[src/rtl/cwpm_pkg.sv]
package cwpm_pkg;
  // clock rate of the implementation
  localparam int unsigned CLK_HZ            = 40_000_000;
  // wake filter time in ns, chosen below 1 bit at 1 Mbps so that bit passes
  localparam int unsigned WAKE_FILTER_NS    = 900;
  localparam int unsigned WAKE_FILTER_CYC   =
    (WAKE_FILTER_NS * (CLK_HZ / 1_000_000) + 999) / 1000;
  // wake timeout in us, longest time so rounded down
  localparam int unsigned WAKE_TIMEOUT_US   = 1000;
  localparam int unsigned WAKE_TIMEOUT_CYC  =
    WAKE_TIMEOUT_US * (CLK_HZ / 1_000_000);
  // wake event fifo
  localparam int unsigned EVT_FIFO_DEPTH    = 4;
  localparam int unsigned EVT_FIFO_WIDTH    = 2;
  localparam logic        LVL_DOM           = 1'b0;
  localparam logic        LVL_REC           = 1'b1;

  // monitor states
  typedef enum logic [1:0] {
    CWPM_IDLE     = 2'b00,
    CWPM_WAIT_REC = 2'b01,
    CWPM_WAIT_DOM = 2'b10,
    CWPM_WOKEN    = 2'b11
  } cwpm_state_t;

  // filtered bus event travelling through the fifo
  typedef struct packed {
    logic dom_start; // filtered dominant begins
    logic dom_end;   // that dominant has ended
  } cwpm_evt_t;
endpackage : cwpm_pkg
[src/rtl/cwpm_channel.sv]
`timescale 1ns/1ps
// What this block does
// - wake needs dominant, recessive, dominant, all filtered
// - after first dominant, wait recessive, ignore glitches
// - after recessive, wait dominant, ignore glitches
// - second dominant wakes; then every filtered dominant pulls low
// - wake shown as falling edge, low until one cycle past the dominant's end
// - filtered means held longer than filter time
// - shorter than minimum filter never counts
// - between filter limits may or may not count
// - longer than maximum filter always counts
// - filter passes 1 us or one 1 Mbps bit
// - pattern must finish within timeout, else reset
// - noise or stuck dominant never wakes
// - receive output high in standby until wake
// - standby chosen by level; two inverted pin variants
// - normal mode drives dominant on low transmit
// - standby ignores transmit, driver off, monitor only
module cwpm_channel
  import cwpm_pkg::*;
#(
  parameter int unsigned FILTER_CYC  = WAKE_FILTER_CYC,
  parameter int unsigned TIMEOUT_CYC = WAKE_TIMEOUT_CYC,
  parameter int unsigned FIFO_DEPTH  = EVT_FIFO_DEPTH,
  parameter bit          SEL_LOW_VAR = 1'b0
) (
  input  wire logic clock,
  input  wire logic rst,
  input  wire logic standby_select,
  input  wire logic normal_select_n,
  input  wire logic txd,
  input  wire logic bus_state,
  output logic      rxd,
  output logic      drive_dominant,
  output logic      main_rx_enable,
  output logic      wake_pattern_seen,
  output logic      standby_mode
);
  localparam int unsigned FW = $clog2(FILTER_CYC + 2);
  localparam int unsigned TW = $clog2(TIMEOUT_CYC + 2);

  logic          standby_req;
  logic          stby;
  logic          next_stby;
  logic          entering;
  logic          last_bus;
  logic [FW-1:0] run_cnt;
  logic [FW-1:0] next_run_cnt;
  logic          filt_dom;
  logic          filt_rec;
  logic          qual;
  logic          next_qual;
  cwpm_state_t   state;
  cwpm_state_t   next_state;
  logic [TW-1:0] tmo_cnt;
  logic [TW-1:0] next_tmo_cnt;
  cwpm_evt_t     evt_in;
  cwpm_evt_t     evt_out;
  logic          evt_valid;
  logic          evt_ready;
  logic          evt_out_valid;
  logic          next_rxd;
  logic          next_drive;
  logic          next_mrx;
  logic          next_seen;

  // pin variant selects polarity of the mode level
  assign standby_req = SEL_LOW_VAR ? ~normal_select_n : standby_select;
  assign next_stby   = standby_req;
  assign entering    = standby_req & ~stby;

  // run length of the present bus level; saturates past the filter
  always_comb begin
    next_run_cnt = run_cnt;
    if (bus_state != last_bus || !stby) begin
      next_run_cnt = '0;
    end else if (32'(run_cnt) <= FILTER_CYC) begin
      next_run_cnt = run_cnt + 1'b1;
    end
  end

  // one pulse when a level has lasted longer than the filter time
  assign filt_dom = stby && 32'(run_cnt) == FILTER_CYC
                    && last_bus == LVL_DOM;
  assign filt_rec = stby && 32'(run_cnt) == FILTER_CYC
                    && last_bus == LVL_REC;
  // a qualified dominant lasts while the bus stays dominant
  assign next_qual = entering ? 1'b0 :
                     filt_dom ? 1'b1 :
                     (bus_state != LVL_DOM) ? 1'b0 : qual;

  // pattern monitor; short pulses never reach it
  always_comb begin
    next_state   = state;
    next_tmo_cnt = tmo_cnt;
    if (!stby || entering) begin
      next_state   = CWPM_IDLE;
      next_tmo_cnt = '0;
    end else begin
      case (state)
        CWPM_IDLE: begin
          if (filt_dom) begin
            next_state   = CWPM_WAIT_REC;
            next_tmo_cnt = '0;
          end
        end
        CWPM_WAIT_REC: begin
          next_tmo_cnt = tmo_cnt + 1'b1;
          if (32'(tmo_cnt) >= TIMEOUT_CYC) begin
            next_state = CWPM_IDLE;
          end else if (filt_rec) begin
            next_state = CWPM_WAIT_DOM;
          end
        end
        CWPM_WAIT_DOM: begin
          next_tmo_cnt = tmo_cnt + 1'b1;
          if (32'(tmo_cnt) >= TIMEOUT_CYC) begin
            next_state = CWPM_IDLE;
          end else if (filt_dom) begin
            next_state = CWPM_WOKEN;
          end
        end
        CWPM_WOKEN: begin
          next_tmo_cnt = '0;
        end
        default: begin
          next_state = CWPM_IDLE;
        end
      endcase
    end
  end

  // wake events queued so rxd replays each dominant in order
  assign evt_in.dom_start = filt_dom
    && (state == CWPM_WOKEN || (state == CWPM_WAIT_DOM
        && 32'(tmo_cnt) < TIMEOUT_CYC));
  assign evt_in.dom_end   = qual && bus_state != LVL_DOM
                            && state == CWPM_WOKEN;
  assign evt_valid = stby && !entering
                     && (evt_in.dom_start || evt_in.dom_end);
  assign evt_ready = 1'b1;

  cwpm_fifo #(
    .WIDTH (EVT_FIFO_WIDTH),
    .DEPTH (FIFO_DEPTH)
  ) u_evt_fifo (
    .clock     (clock),
    .rst       (rst | entering),
    .in_data   (evt_in),
    .in_valid  (evt_valid),
    .in_ready  (),
    .out_data  (evt_out),
    .out_valid (evt_out_valid),
    .out_ready (evt_ready)
  );

  // output pins by mode
  always_comb begin
    next_drive = 1'b0;
    next_mrx   = 1'b0;
    next_rxd   = rxd;
    next_seen  = (state == CWPM_WOKEN);
    if (!standby_req) begin
      next_drive = ~txd;
      next_mrx   = 1'b1;
      next_rxd   = bus_state;
    end else if (entering) begin
      next_rxd  = 1'b1;
      next_seen = 1'b0;
    end else if (evt_out_valid) begin
      if (evt_out.dom_start) begin
        next_rxd = 1'b0;
      end else if (evt_out.dom_end) begin
        next_rxd = 1'b1;
      end
    end
  end

  // registers; standby after reset, as an undriven select pin would be
  always_ff @(posedge clock) begin
    if (rst) begin
      stby              <= 1'b1;
      last_bus          <= LVL_REC;
      run_cnt           <= '0;
      qual              <= 1'b0;
      state             <= CWPM_IDLE;
      tmo_cnt           <= '0;
      rxd               <= 1'b1;
      drive_dominant    <= 1'b0;
      main_rx_enable    <= 1'b0;
      wake_pattern_seen <= 1'b0;
      standby_mode      <= 1'b1;
    end else begin
      stby              <= next_stby;
      last_bus          <= bus_state;
      run_cnt           <= next_run_cnt;
      qual              <= next_qual;
      state             <= next_state;
      tmo_cnt           <= next_tmo_cnt;
      rxd               <= next_rxd;
      drive_dominant    <= next_drive;
      main_rx_enable    <= next_mrx;
      wake_pattern_seen <= next_seen;
      standby_mode      <= next_stby;
    end
  end
endmodule : cwpm_channel

[src/rtl/cwpm_fifo.sv]
`timescale 1ns/1ps
module cwpm_fifo #(
  parameter int unsigned WIDTH = 2,
  parameter int unsigned DEPTH = 4
) (
  input  wire logic             clock,
  input  wire logic             rst,
  input  wire logic [WIDTH-1:0] in_data,
  input  wire logic             in_valid,
  output logic                  in_ready,
  output logic      [WIDTH-1:0] out_data,
  output logic                  out_valid,
  input  wire logic             out_ready
);
  localparam int unsigned AW = $clog2(DEPTH);
  logic [WIDTH-1:0] mem [DEPTH];
  logic [AW-1:0]    wr_ptr;
  logic [AW-1:0]    rd_ptr;
  logic [AW:0]      count;
  logic [AW-1:0]    next_wr_ptr;
  logic [AW-1:0]    next_rd_ptr;
  logic [AW:0]      next_count;
  logic             push;
  logic             pop;

  // full at DEPTH entries; a pop in the same cycle is not counted on
  assign in_ready  = (32'(count) < DEPTH);
  assign out_valid = (count != '0);
  assign out_data  = mem[rd_ptr];
  assign push      = in_valid & in_ready;
  assign pop       = out_valid & out_ready;

  // pointer wrap works for any depth, not only powers of two
  always_comb begin
    next_wr_ptr = wr_ptr;
    next_rd_ptr = rd_ptr;
    next_count  = count;
    if (push) begin
      next_wr_ptr = (32'(wr_ptr) == DEPTH - 1) ? '0 : wr_ptr + 1'b1;
    end
    if (pop) begin
      next_rd_ptr = (32'(rd_ptr) == DEPTH - 1) ? '0 : rd_ptr + 1'b1;
    end
    if (push && !pop) begin
      next_count = count + 1'b1;
    end else if (pop && !push) begin
      next_count = count - 1'b1;
    end
  end

  always_ff @(posedge clock) begin
    if (rst) begin
      wr_ptr <= '0;
      rd_ptr <= '0;
      count  <= '0;
    end else begin
      wr_ptr <= next_wr_ptr;
      rd_ptr <= next_rd_ptr;
      count  <= next_count;
    end
  end

  // storage has no reset, only written when pushed
  always_ff @(posedge clock) begin
    if (push) begin
      mem[wr_ptr] <= in_data;
    end
  end
endmodule : cwpm_fifo

[config.mk]
export PLATFORM = sky130hd
export DESIGN_NAME = cwpm_channel
export DESIGN_NICKNAME = d
export VERILOG_FILES = /design/src/rtl/cwpm_pkg.sv /design/src/rtl/cwpm_channel.sv /design/src/rtl/cwpm_fifo.sv
export SDC_FILE = /design/constraint.sdc
export NUM_CORES = 1
export LEC_CHECK = 0
export BUFFER_PORTS_ARGS = -buffer_cell sky130_fd_sc_hd__buf_2
export CORE_MARGIN = 2
export CORE_UTILIZATION = 55
export DETAILED_ROUTE_END_ITERATION = 10
export GPL_ROUTABILITY_DRIVEN = 0
export PLACE_DENSITY = 0.78
export SYNTH_ARGS = -nofsm -noshare
export SYNTH_HDL_FRONTEND = slang
export SYNTH_HIERARCHICAL = 1
export SYNTH_SLANG_ARGS = --single-unit
[constraint.sdc]
create_clock -name clock -period 3.9 [get_ports clock]
set_input_delay 0.975 -clock clock [delete_from_list [all_inputs] [get_ports clock]]
set_output_delay 0.975 -clock clock [all_outputs]
set_load 0.05 [all_outputs]
==> run metrics, run 1 <==
register share of total power=0.546; final hold slack=470 ps; number of antenna violations at the first check in global routing=0; Leakage=0.000994 uW; Core ar.=roughly 0.004 mm2; post-DP HPWL=2830 um; share of layout cells above drive strength 1=0.124; row count=23; area post-placement=0.00245 mm2; commonest non-fill, non-tap cells in the layout=40 x dfxtp_1, 31 x nor2_1, 15 x inv_1, 15 x ha_1; Syn Inst Count=236; Pint=740 uW; DRC violations left=0; wirelength, routed=3910 um; multi-input logic area=0.00123 mm2; minimum clock period=between 3000 and 4000 ps; total gr overflow=0; CP required=4130 ps; Worst Tran Pin Value=1160 ps; DIE WIDTH=69.5 um; Hold-fix buffers, CTS=0; Clock Tree Root=clkbuf_8; Yosys Warn Count=6; endpoints failing setup=0; post-cts sizing count=0; Max Cap Viol=0; f_max=331 MHz; layout filler cell count=313; P_sw=189 uW; WP data arrival=3250 ps; Final Hold Fails=0; Final period util=0.774; Setup Fix Bufs, Post-CTS=0; largest net degree at the start of global routing=17; setup TNS=0 ps; CP Max Fanout=7; critical path cell sequence=inv_1 > ha_1 > nand4_1 > or2_1 > inv_1 > o21ai_0 > nor2_1 > nor2b_1 > buf_4 > ha_1 > inv_1 > fa_1 > xor2_1 > or3_1 > a21oi_1; clock tree from TritonCTS=built; syn avg cell area=9.99 um2; H-Tree Depth=2; Logic pwr share=0.034; Avg WL per Cell=approximately 13 um; power per cell area=361 mW/mm2; nets=271; clock tree buffer depth=2; vias in the first global route=1,586; Clock Power Share=0.420; startpoint types=flop; CP max-delay cell=fa_1; Initial DRC Count=60; Slew HR=0.224; Mapped Area=roughly 0.0024 mm2; ant diodes=0; CP endpoint kind=flop; RSZ-0062 raised after global routing=no; post-route clock skew=7.40 ps; Mapped Nets=~260; worst setup path category=flop to flop; min-delay worst type=flop to flop; switch share=0.203; total chip power=about 930 uW; vias post-DR=~1,600; clk sink count=48; status=completed; vias per cell=5.43; initial core utilization=0.581; Inserted Clock Buffers=5; layout overhead on the synthesized area=9.07%; commonest non-fill, non-tap cell in the layout=dfxtp_1; first-pass GRT wire length=6930 um; most frequent CP cell=inv_1; Worst-Skew Late Latency=300 ps; total iterations of the first detailed-routing run=4; port buffer count=9; Peak VDD IR=0.000177 V; # IOs=11; Pins Over Slew Limit=0; Die Ht=69.5 um; Total Routing Usage GR=0.178; Clock transition at path regs=90 ps; slowest cell delay on critical path=370 ps; post-route ant nets=0; die area=0.00483 mm2; Reg area=0.00104 mm2; Final Cell Area=0.00257 mm2
power by group through the flow:
stage	Sequential, uW	Combinational [uW]	Clock [uW]
2_1_floorplan	526	16.1	0
3_3_place_gp	519	31.3	0
3_5_place_dp	520	31.9	0
4_1_cts	508	32.1	397
5_1_grt	509	35.3	417
6_report	508	31.5	390
per-layer routing:
layer / wire length [um] / vias to the layer above / global-route usage
li1: - / 845 / -
met1: 1970 / 759 / 0.227
met2: 1770 / 18 / 0.291
met3: 107 / 7 / 0.0451
met4: 61 / 0 / 0.0675
met5: 0 / - / 0
final cells by class:
type	count	area share
timing repair buffer	10	0.0204
tap	50	0.0243
clock inverter	1	0.0117
clock buffer	7	0.0375
inverter	15	0.0219
multi-input combinational	169	0.480
sequential	48	0.405
worst paths after layout:
| path | start | end | slack, ps | depth (start not counted) |
|---|---|---|---|---|
| hold / removal | qual | qual | 470 | 2 |
| hold reg to reg | qual | qual | 470 | 2 |
| setup / recovery | run_cnt[0] | u_evt_fifo/count[2] | 880 | 15 |
| setup reg to reg | run_cnt[0] | u_evt_fifo/count[2] | 880 | 15 |
state kept, by name, summed over array words and instances, names as in the netlist, named ones only:
register,flops
drive_dominant,1
last_bus,1
main_rx_enable,1
qual,1
run_cnt,6
rxd,1
state,2
stby,1
tmo_cnt,16
u_evt_fifo/count,3
u_evt_fifo/mem,8
u_evt_fifo/rd_ptr,2
u_evt_fifo/wr_ptr,2
wake_pattern_seen,1
worst max-delay path, delay by kind of cell, from the launching register on:
family | cells | cell delay (ps)
simple gates | 5 | 1100
fa+ha+maj | 3 | 730
buf+inv | 4 | 350
flops | 1 | 350
compound gates | 2 | 220
xor+xnor | 1 | 180
per-stage QoR:
step / setup WS [ps] / cells / utilization
6_report: 882 / 300 / 0.634
5_1_grt: 665 / 300 / 0.634
4_1_cts: 869 / 300 / 0.634
3_5_place_dp: 692 / 292 / 0.603
3_3_place_gp: 805 / 292 / 0.603
2_1_floorplan: 936 / 236 / -
(Power assumes the default switching activity.)
==> run 2: changes to the inputs <==
--- a/config.mk
+++ b/config.mk
@@ -5,12 +5,13 @@
 export SDC_FILE = /design/constraint.sdc
 export NUM_CORES = 1
 export LEC_CHECK = 0
+export ABC_AREA = 1
 export BUFFER_PORTS_ARGS = -buffer_cell sky130_fd_sc_hd__buf_2
 export CORE_MARGIN = 2
 export CORE_UTILIZATION = 55
 export DETAILED_ROUTE_END_ITERATION = 10
 export GPL_ROUTABILITY_DRIVEN = 0
-export PLACE_DENSITY = 0.78
+export PLACE_DENSITY = 0.8
 export SYNTH_ARGS = -nofsm -noshare
 export SYNTH_HDL_FRONTEND = slang
 export SYNTH_HIERARCHICAL = 1
==> constraint.sdc (replaced) <==
create_clock -name clock -period 2.65 [get_ports clock]
set_input_delay 0.6625 -clock clock [delete_from_list [all_inputs] [get_ports clock]]
set_output_delay 0.6625 -clock clock [all_outputs]
set_load 0.05 [all_outputs]
==> run 2 against run 1 <==
- total power increased by 86%
- critical endpoint unchanged
- count of clock-buffer cells in the layout decreased by 1
- setup slack got worse by 710 ps
- highest routed layer unchanged
- critical path depth increased by 3
- global-route usage increased by 0.19 points
- clock skew decreased by 3.0 ps
- fmax increased by 22%
- worst hold slack improved by 1.8 ps
- clock power increased by 7.4%
- via count increased by 13%
==> run metrics, run 2 <==
sequential share of the synthesized area=0.429; ant diodes=0; Mapped Area=0.00243 mm2; largest family of logic cells by synthesized area=simple AND/OR/NAND/NOR gates; die area=0.00496 mm2; commonest non-fill, non-tap cell in the layout=nand2_1; vias post-DR=1,837; row count=24; setup ws final=between 150 and 200 ps; CP required=approximately 2900 ps; M1 GR Usage=0.228; area post-placement=~0.0026 mm2; most frequent cells after synthesis=50 x nand2_1, 48 x inv_1, 44 x nor2_1; EDFF count, synth=8; Yosys Warn Count=6; total iterations of the first detailed-routing run=4; post-route clock skew=4.44 ps; Max Cap Viol=0; setup TNS=0 ps; post-synthesis mux area share=0; Hold-fix buffers, CTS=0; RSZ-0062 raised after global routing=no; Synth area leader=dfxtp_1; DIE WIDTH=70.4 um; Peak VDD IR=0.000479 V; clock tree from TritonCTS=built; Die Ht=70.4 um; H-Tree Depth=2; syn avg cell area=7.98 um2; post-route ant nets=0; Synth area leaders=dfxtp_1 33%, edfxtp_1 9.9%, ha_1 7.7%; non-filler cells, final=377; Worst-Skew Late Latency=290 ps; Synth Register Bits=48; clock tree buffer depth=2; endpoints failing setup=0; minimum clock period=approximately 2500 ps; Total Routing Usage GR=0.180; Setup Fix Bufs, Post-CTS=0; post-DP HPWL=3130 um; Final period util=0.934; post-placement cell count=369; CP Max Fanout=8; GR Layer Usage met3=0.0346; Final Hold Fails=0; nets=346; WP data arrival=about 2700 ps; total gr overflow=0; layout filler cell count=370; Top reg by flops=tmo_cnt; Core ar.=approximately 0.0043 mm2; Synth Area in Simple Gates=0.275; DRC violations left=0; CP endpoint kind=flop; first-pass GRT wire length=7270 um; Clock transition at path regs=80 ps; Syn Inst Count=between 300 and 400; Avg WL per Cell=between 10 and 15 um; max reg flops=16; Compound-Gate Fraction of Synth Area=0.122; status=completed; vias per cell=4.87; XOR/XNOR Fraction of Synth Area=0.00361; layout overhead on the synthesized area=9.28%; ys async rst share=0; share of layout cells above drive strength 1=0.138; power per cell area=651 mW/mm2; most frequent cell after synthesis=nand2_1; worst setup path category=flop to flop; initial core utilization=0.565; port buffer count=9; largest net degree at the start of global routing=15; met2 usage=0.297; largest registers=tmo_cnt: 16 flops, u_evt_fifo/mem: 8 flops, run_cnt: 6 flops; startpoint types=flop; wirelength, routed=3960 um; library cells used by synthesis=37; Post-Synth Adder-Cell Area=0.0856; Clock Tree Root=clkbuf_8; clk sink count=48; min-delay worst type=flop to flop; # IOs=11; number of antenna violations at the first check in global routing=0; Inserted Clock Buffers=5; commonest non-fill, non-tap cells in the layout=50 x nand2_1, 48 x inv_1, 44 x nor2_1, 40 x dfxtp_1, 21 x a21oi_1; final hold slack=472 ps; post-cts sizing count=0; Pins Over Slew Limit=0; f_max=between 400 and 500 MHz; post-synth top area share=0.330; Leakage=approximately 0.0011 uW; Initial DRC Count=56; Most used DFF post-synth=dfxtp_1; vias in the first global route=1,792; reg-to-reg slack, setup=about 180 ps; Final Cell Area=0.00265 mm2; pre-CTS WS=151 ps; layer with the highest usage=met2
## run 2: cell types whose count changed in the layout (fill, tap and decap cells not counted), moves of 5 or more
| cell | previous run | this run |
|---|---|---|
| nand2_1 | 9 | 50 |
| inv_1 | 15 | 48 |
| nor2_1 | 31 | 44 |
| a21oi_1 | 10 | 21 |
| xnor2_1 | 10 | 0 |
| xor2_1 | 10 | 1 |
| o21ai_0 | 7 | 15 |
| and2_1 | 5 | 0 |
| mux2i_1 | 5 | 0 |
## run 2: critical path, stage by stage, from the launching register on
cell and delay [ps]:
dfxtp_1 330, inv_1 100, ha_1 190, nand2_1 90, nor2_4 120, nand3_4 80, a21o_1 180, a21oi_2 180
nand2_4 100, inv_2 70, ha_1 160, inv_1 70, fa_1 380, inv_1 70, nand2_1 60, nand3_1 80
nand2_1 50, inv_1 50, nor2_1 40
## run 2: kinds of logic (layout without fill, tap and decap cells)
family	Yosys count	count (layout)
AOI/OAI and AO/OA	52	52
xor gates and xnor gates	1	1
adders and majority gates	16	16
buffers and inverters	52	71
DFF	48	48
other	1	3
and+or+nand+nor	134	134
## run 2: power breakdown
part           internal (uW)  switching (uW)  leakage [uW]
registers                806            58.3      0.000414
clock network            183             235     0.0000388
logic                    166             279      0.000682
## run 2: path summary, 6_finish.rpt
kind / startpoint / endpoint / cells after the start
max: run_cnt[0] / u_evt_fifo/count[2] / 18
min: qual / qual / 2
max reg2reg: run_cnt[0] / u_evt_fifo/count[2] / 18
min reg2reg: qual / qual / 2
## run 2: final cells by class
type	count	area [um2]	share of cell area
timing repair buffer	12	67.6	0.0255
clock buffer	6	72.6	0.0274
tap	52	65.1	0.0245
multi-input combinational	206	1200	0.453
clock inverter	2	11.3	0.00425
sequential	48	1040	0.392
inverter	51	194	0.0731
## run 2: metrics by stage
step / power [uW] / util
final: 1730 / 0.618
after global routing: 1850 / 0.618
after CTS: 1740 / 0.616
after detailed placement: 1330 / 0.596
after global placement: 1310 / 0.596
after floorplan: 1240 / -
## run 2: metal layers
metal	part of all wire	vias to the layer above	routed length, um
li1	-	1011	-
met1	0.48	806	1890
met2	0.49	13	1920
met3	0.018	7	70
met4	0.018	0	73
met5	0	-	0
==> run 3: changes to the inputs <==
--- a/config.mk
+++ b/config.mk
@@ -12,6 +12,7 @@
 export DETAILED_ROUTE_END_ITERATION = 10
 export GPL_ROUTABILITY_DRIVEN = 0
 export PLACE_DENSITY = 0.8
+export REMOVE_ABC_BUFFERS = 1
 export SYNTH_ARGS = -nofsm -noshare
 export SYNTH_HDL_FRONTEND = slang
 export SYNTH_HIERARCHICAL = 1
==> run 3 against run 2 <==
- critical path depth did not move
- combinational power up 3%
- worst hold slack gained 8.9 ps
- final cell count is 0.80% higher
- global-route usage is 0.67 points higher
- final area is 2.5% higher
- setup slack improved by 8.7 ps
- sequential share of layout area fell by 0.89 points
- wire length rose by 9.5%
- fmax rose by 0.35%
- highest routed layer unchanged
==> run metrics, run 3 (synthesis results as in run 2) <==
power per cell area=687 mW/mm2; die area=between 0.004 and 0.005 mm2; hold path depth=1; initial core utilization=0.565; Final Cell Area=0.00272 mm2; largest net degree at the start of global routing=17; CP endpoint kind=flop; vias post-DR=between 1,500 and 2,000; # IOs=11; final hold slack=480 ps; CP required=2870 ps; f_max=between 400 and 500 MHz; Leakage=0.00116 uW; share of layout cells above drive strength 1=0.171; port buffer count=9; layout filler cell count=367; Peak VDD IR=0.000513 V; Worst-Skew Late Latency=approximately 310 ps; nets=349; Die Ht=70.4 um; fin util=0.633; Pins Over Slew Limit=0; Clock transition at path regs=approximately 90 ps; number of antenna violations at the first check in global routing=0; Logic pwr share=0.245; commonest non-fill, non-tap cell in the layout=nand2_1; register share of total power=0.464; clk sink count=48; total gr overflow=0; DIE WIDTH=70.4 um; largest registers=tmo_cnt: 16 flops, u_evt_fifo/mem: 8 flops, run_cnt: 6 flops; DRC violations left=0; Clock Tree Root=clkbuf_8; ant diodes=0; vias per cell=a little over 5; max reg flops=16; wirelength, routed=around 4300 um; pre-CTS WS=128 ps; Critical R2R Capture=u_evt_fifo/count[2]; minimum clock period=2470 ps; vias in the first global route=1,811; HP Start=tmo_cnt[3]; post-route clock skew=6.15 ps; layout overhead on the synthesized area=12.0%; Final Hold Fails=0; first-pass GRT wire length=~7300 um; commonest non-fill, non-tap cells in the layout=50 x nand2_1, 46 x inv_1, 44 x nor2_1, 39 x dfxtp_1, 21 x a21oi_1; non-filler cells, final=380; Top reg by flops=tmo_cnt; Inserted Clock Buffers=5; endpoints failing setup=0; total iterations of the first detailed-routing run=4; Clock Power Share=0.290; worst setup path category=flop to flop; setup ws final=roughly 180 ps; Final period util=0.931; H-Tree Depth=2; area post-placement=0.00256 mm2; min-delay worst type=flop to flop; Max Cap Viol=0; Slew HR=0.654; clock tree from TritonCTS=built; Total Routing Usage GR=0.186; Worst Tran Pin Value=515 ps; Initial DRC Count=95; Worst R2R Path Depth=18; row count=24; status=completed; reg-to-reg slack, setup=180 ps; Hold Path End=tmo_cnt[3]; Core ar.=0.00429 mm2; post-placement cell count=369; WP data arrival=2680 ps; clock tree buffer depth=2; P_sw=609 uW; post-route ant nets=0; post-DP HPWL=3200 um; switch share=0.326; startpoint types=flop; Avg WL per Cell=between 10 and 15 um; CP Max Fanout=6; Pint=1260 uW; r2r startpoint=run_cnt[0]
[run 3: cell count changes in the layout (fill, tap and decap cells not counted), sizes merged]
cell | previous run | this run
clkinv | 1 | 0
buf | 12 | 15
clkbuf | 6 | 5
bufinv | 0 | 1
inv | 51 | 52
[run 3: power groups by stage]
stage	clock network [uW]	logic, uW	registers, uW
finish	542	458	866
global route	586	522	876
CTS	557	463	867
floorplan	0	349	889
detailed placement	0	458	883
global placement	0	434	879
[run 3: worst max-delay path by stage]
stage                     depth (start not counted)             endpoint       start
after global routing                             19  u_evt_fifo/count[2]  tmo_cnt[8]
final                                            18  u_evt_fifo/count[2]  run_cnt[0]
after global placement                           18  u_evt_fifo/count[2]  run_cnt[0]
after floorplan                                  16  u_evt_fifo/count[2]        stby
after CTS                                        18  u_evt_fifo/count[2]  run_cnt[0]
after detailed placement                         18  u_evt_fifo/count[2]  run_cnt[0]
[run 3: cell type report]
| class | count | area (um2) | share of cell area |
|---|---|---|---|
| clock inverter | 3 | 46.3 | 0.0170 |
| sequential | 48 | 1040 | 0.384 |
| inverter | 51 | 194 | 0.0714 |
| tap | 52 | 65.1 | 0.0239 |
| multi-input combinational | 206 | 1210 | 0.446 |
| timing repair buffer | 15 | 90.1 | 0.0331 |
| clock buffer | 5 | 68.8 | 0.0253 |
[run 3: what timing repair did]
action / CTS / global route
resized for setup: 0 / 8
endpoints found under the setup margin: 0 / 2
buffers inserted: 0 / 3
hold buffers: 0 / 0
[run 3: metal layers]
layer,vias to the layer above,track usage,part of all wire
met2,21,0.322,0.50
met3,9,0.0563,0.032
met1,871,0.209,0.44
met5,-,0,0
met4,0,0.0876,0.022
li1,1021,-,-
[run 3: metrics by stage]
stage                     total power [uW]  setup TNS, ps
final                                 1870              0
after global routing                  1980          -17.6
after CTS                             1890              0
after detailed placement              1340              0
after global placement                1310              0
after floorplan                       1240              0
[run 3: critical path: stages, from the launching register on]
cell	delay, ps
dfxtp_2	340
inv_2	60
ha_2	170
nand2_1	80
nor2_4	140
nand3_4	70
a21o_1	190
a21oi_2	190
nand2_4	90
inv_2	60
ha_2	170
inv_1	60
fa_1	370
inv_1	70
nand2_1	60
nand3_1	90
nand2_1	60
inv_1	50
nor2_1	30
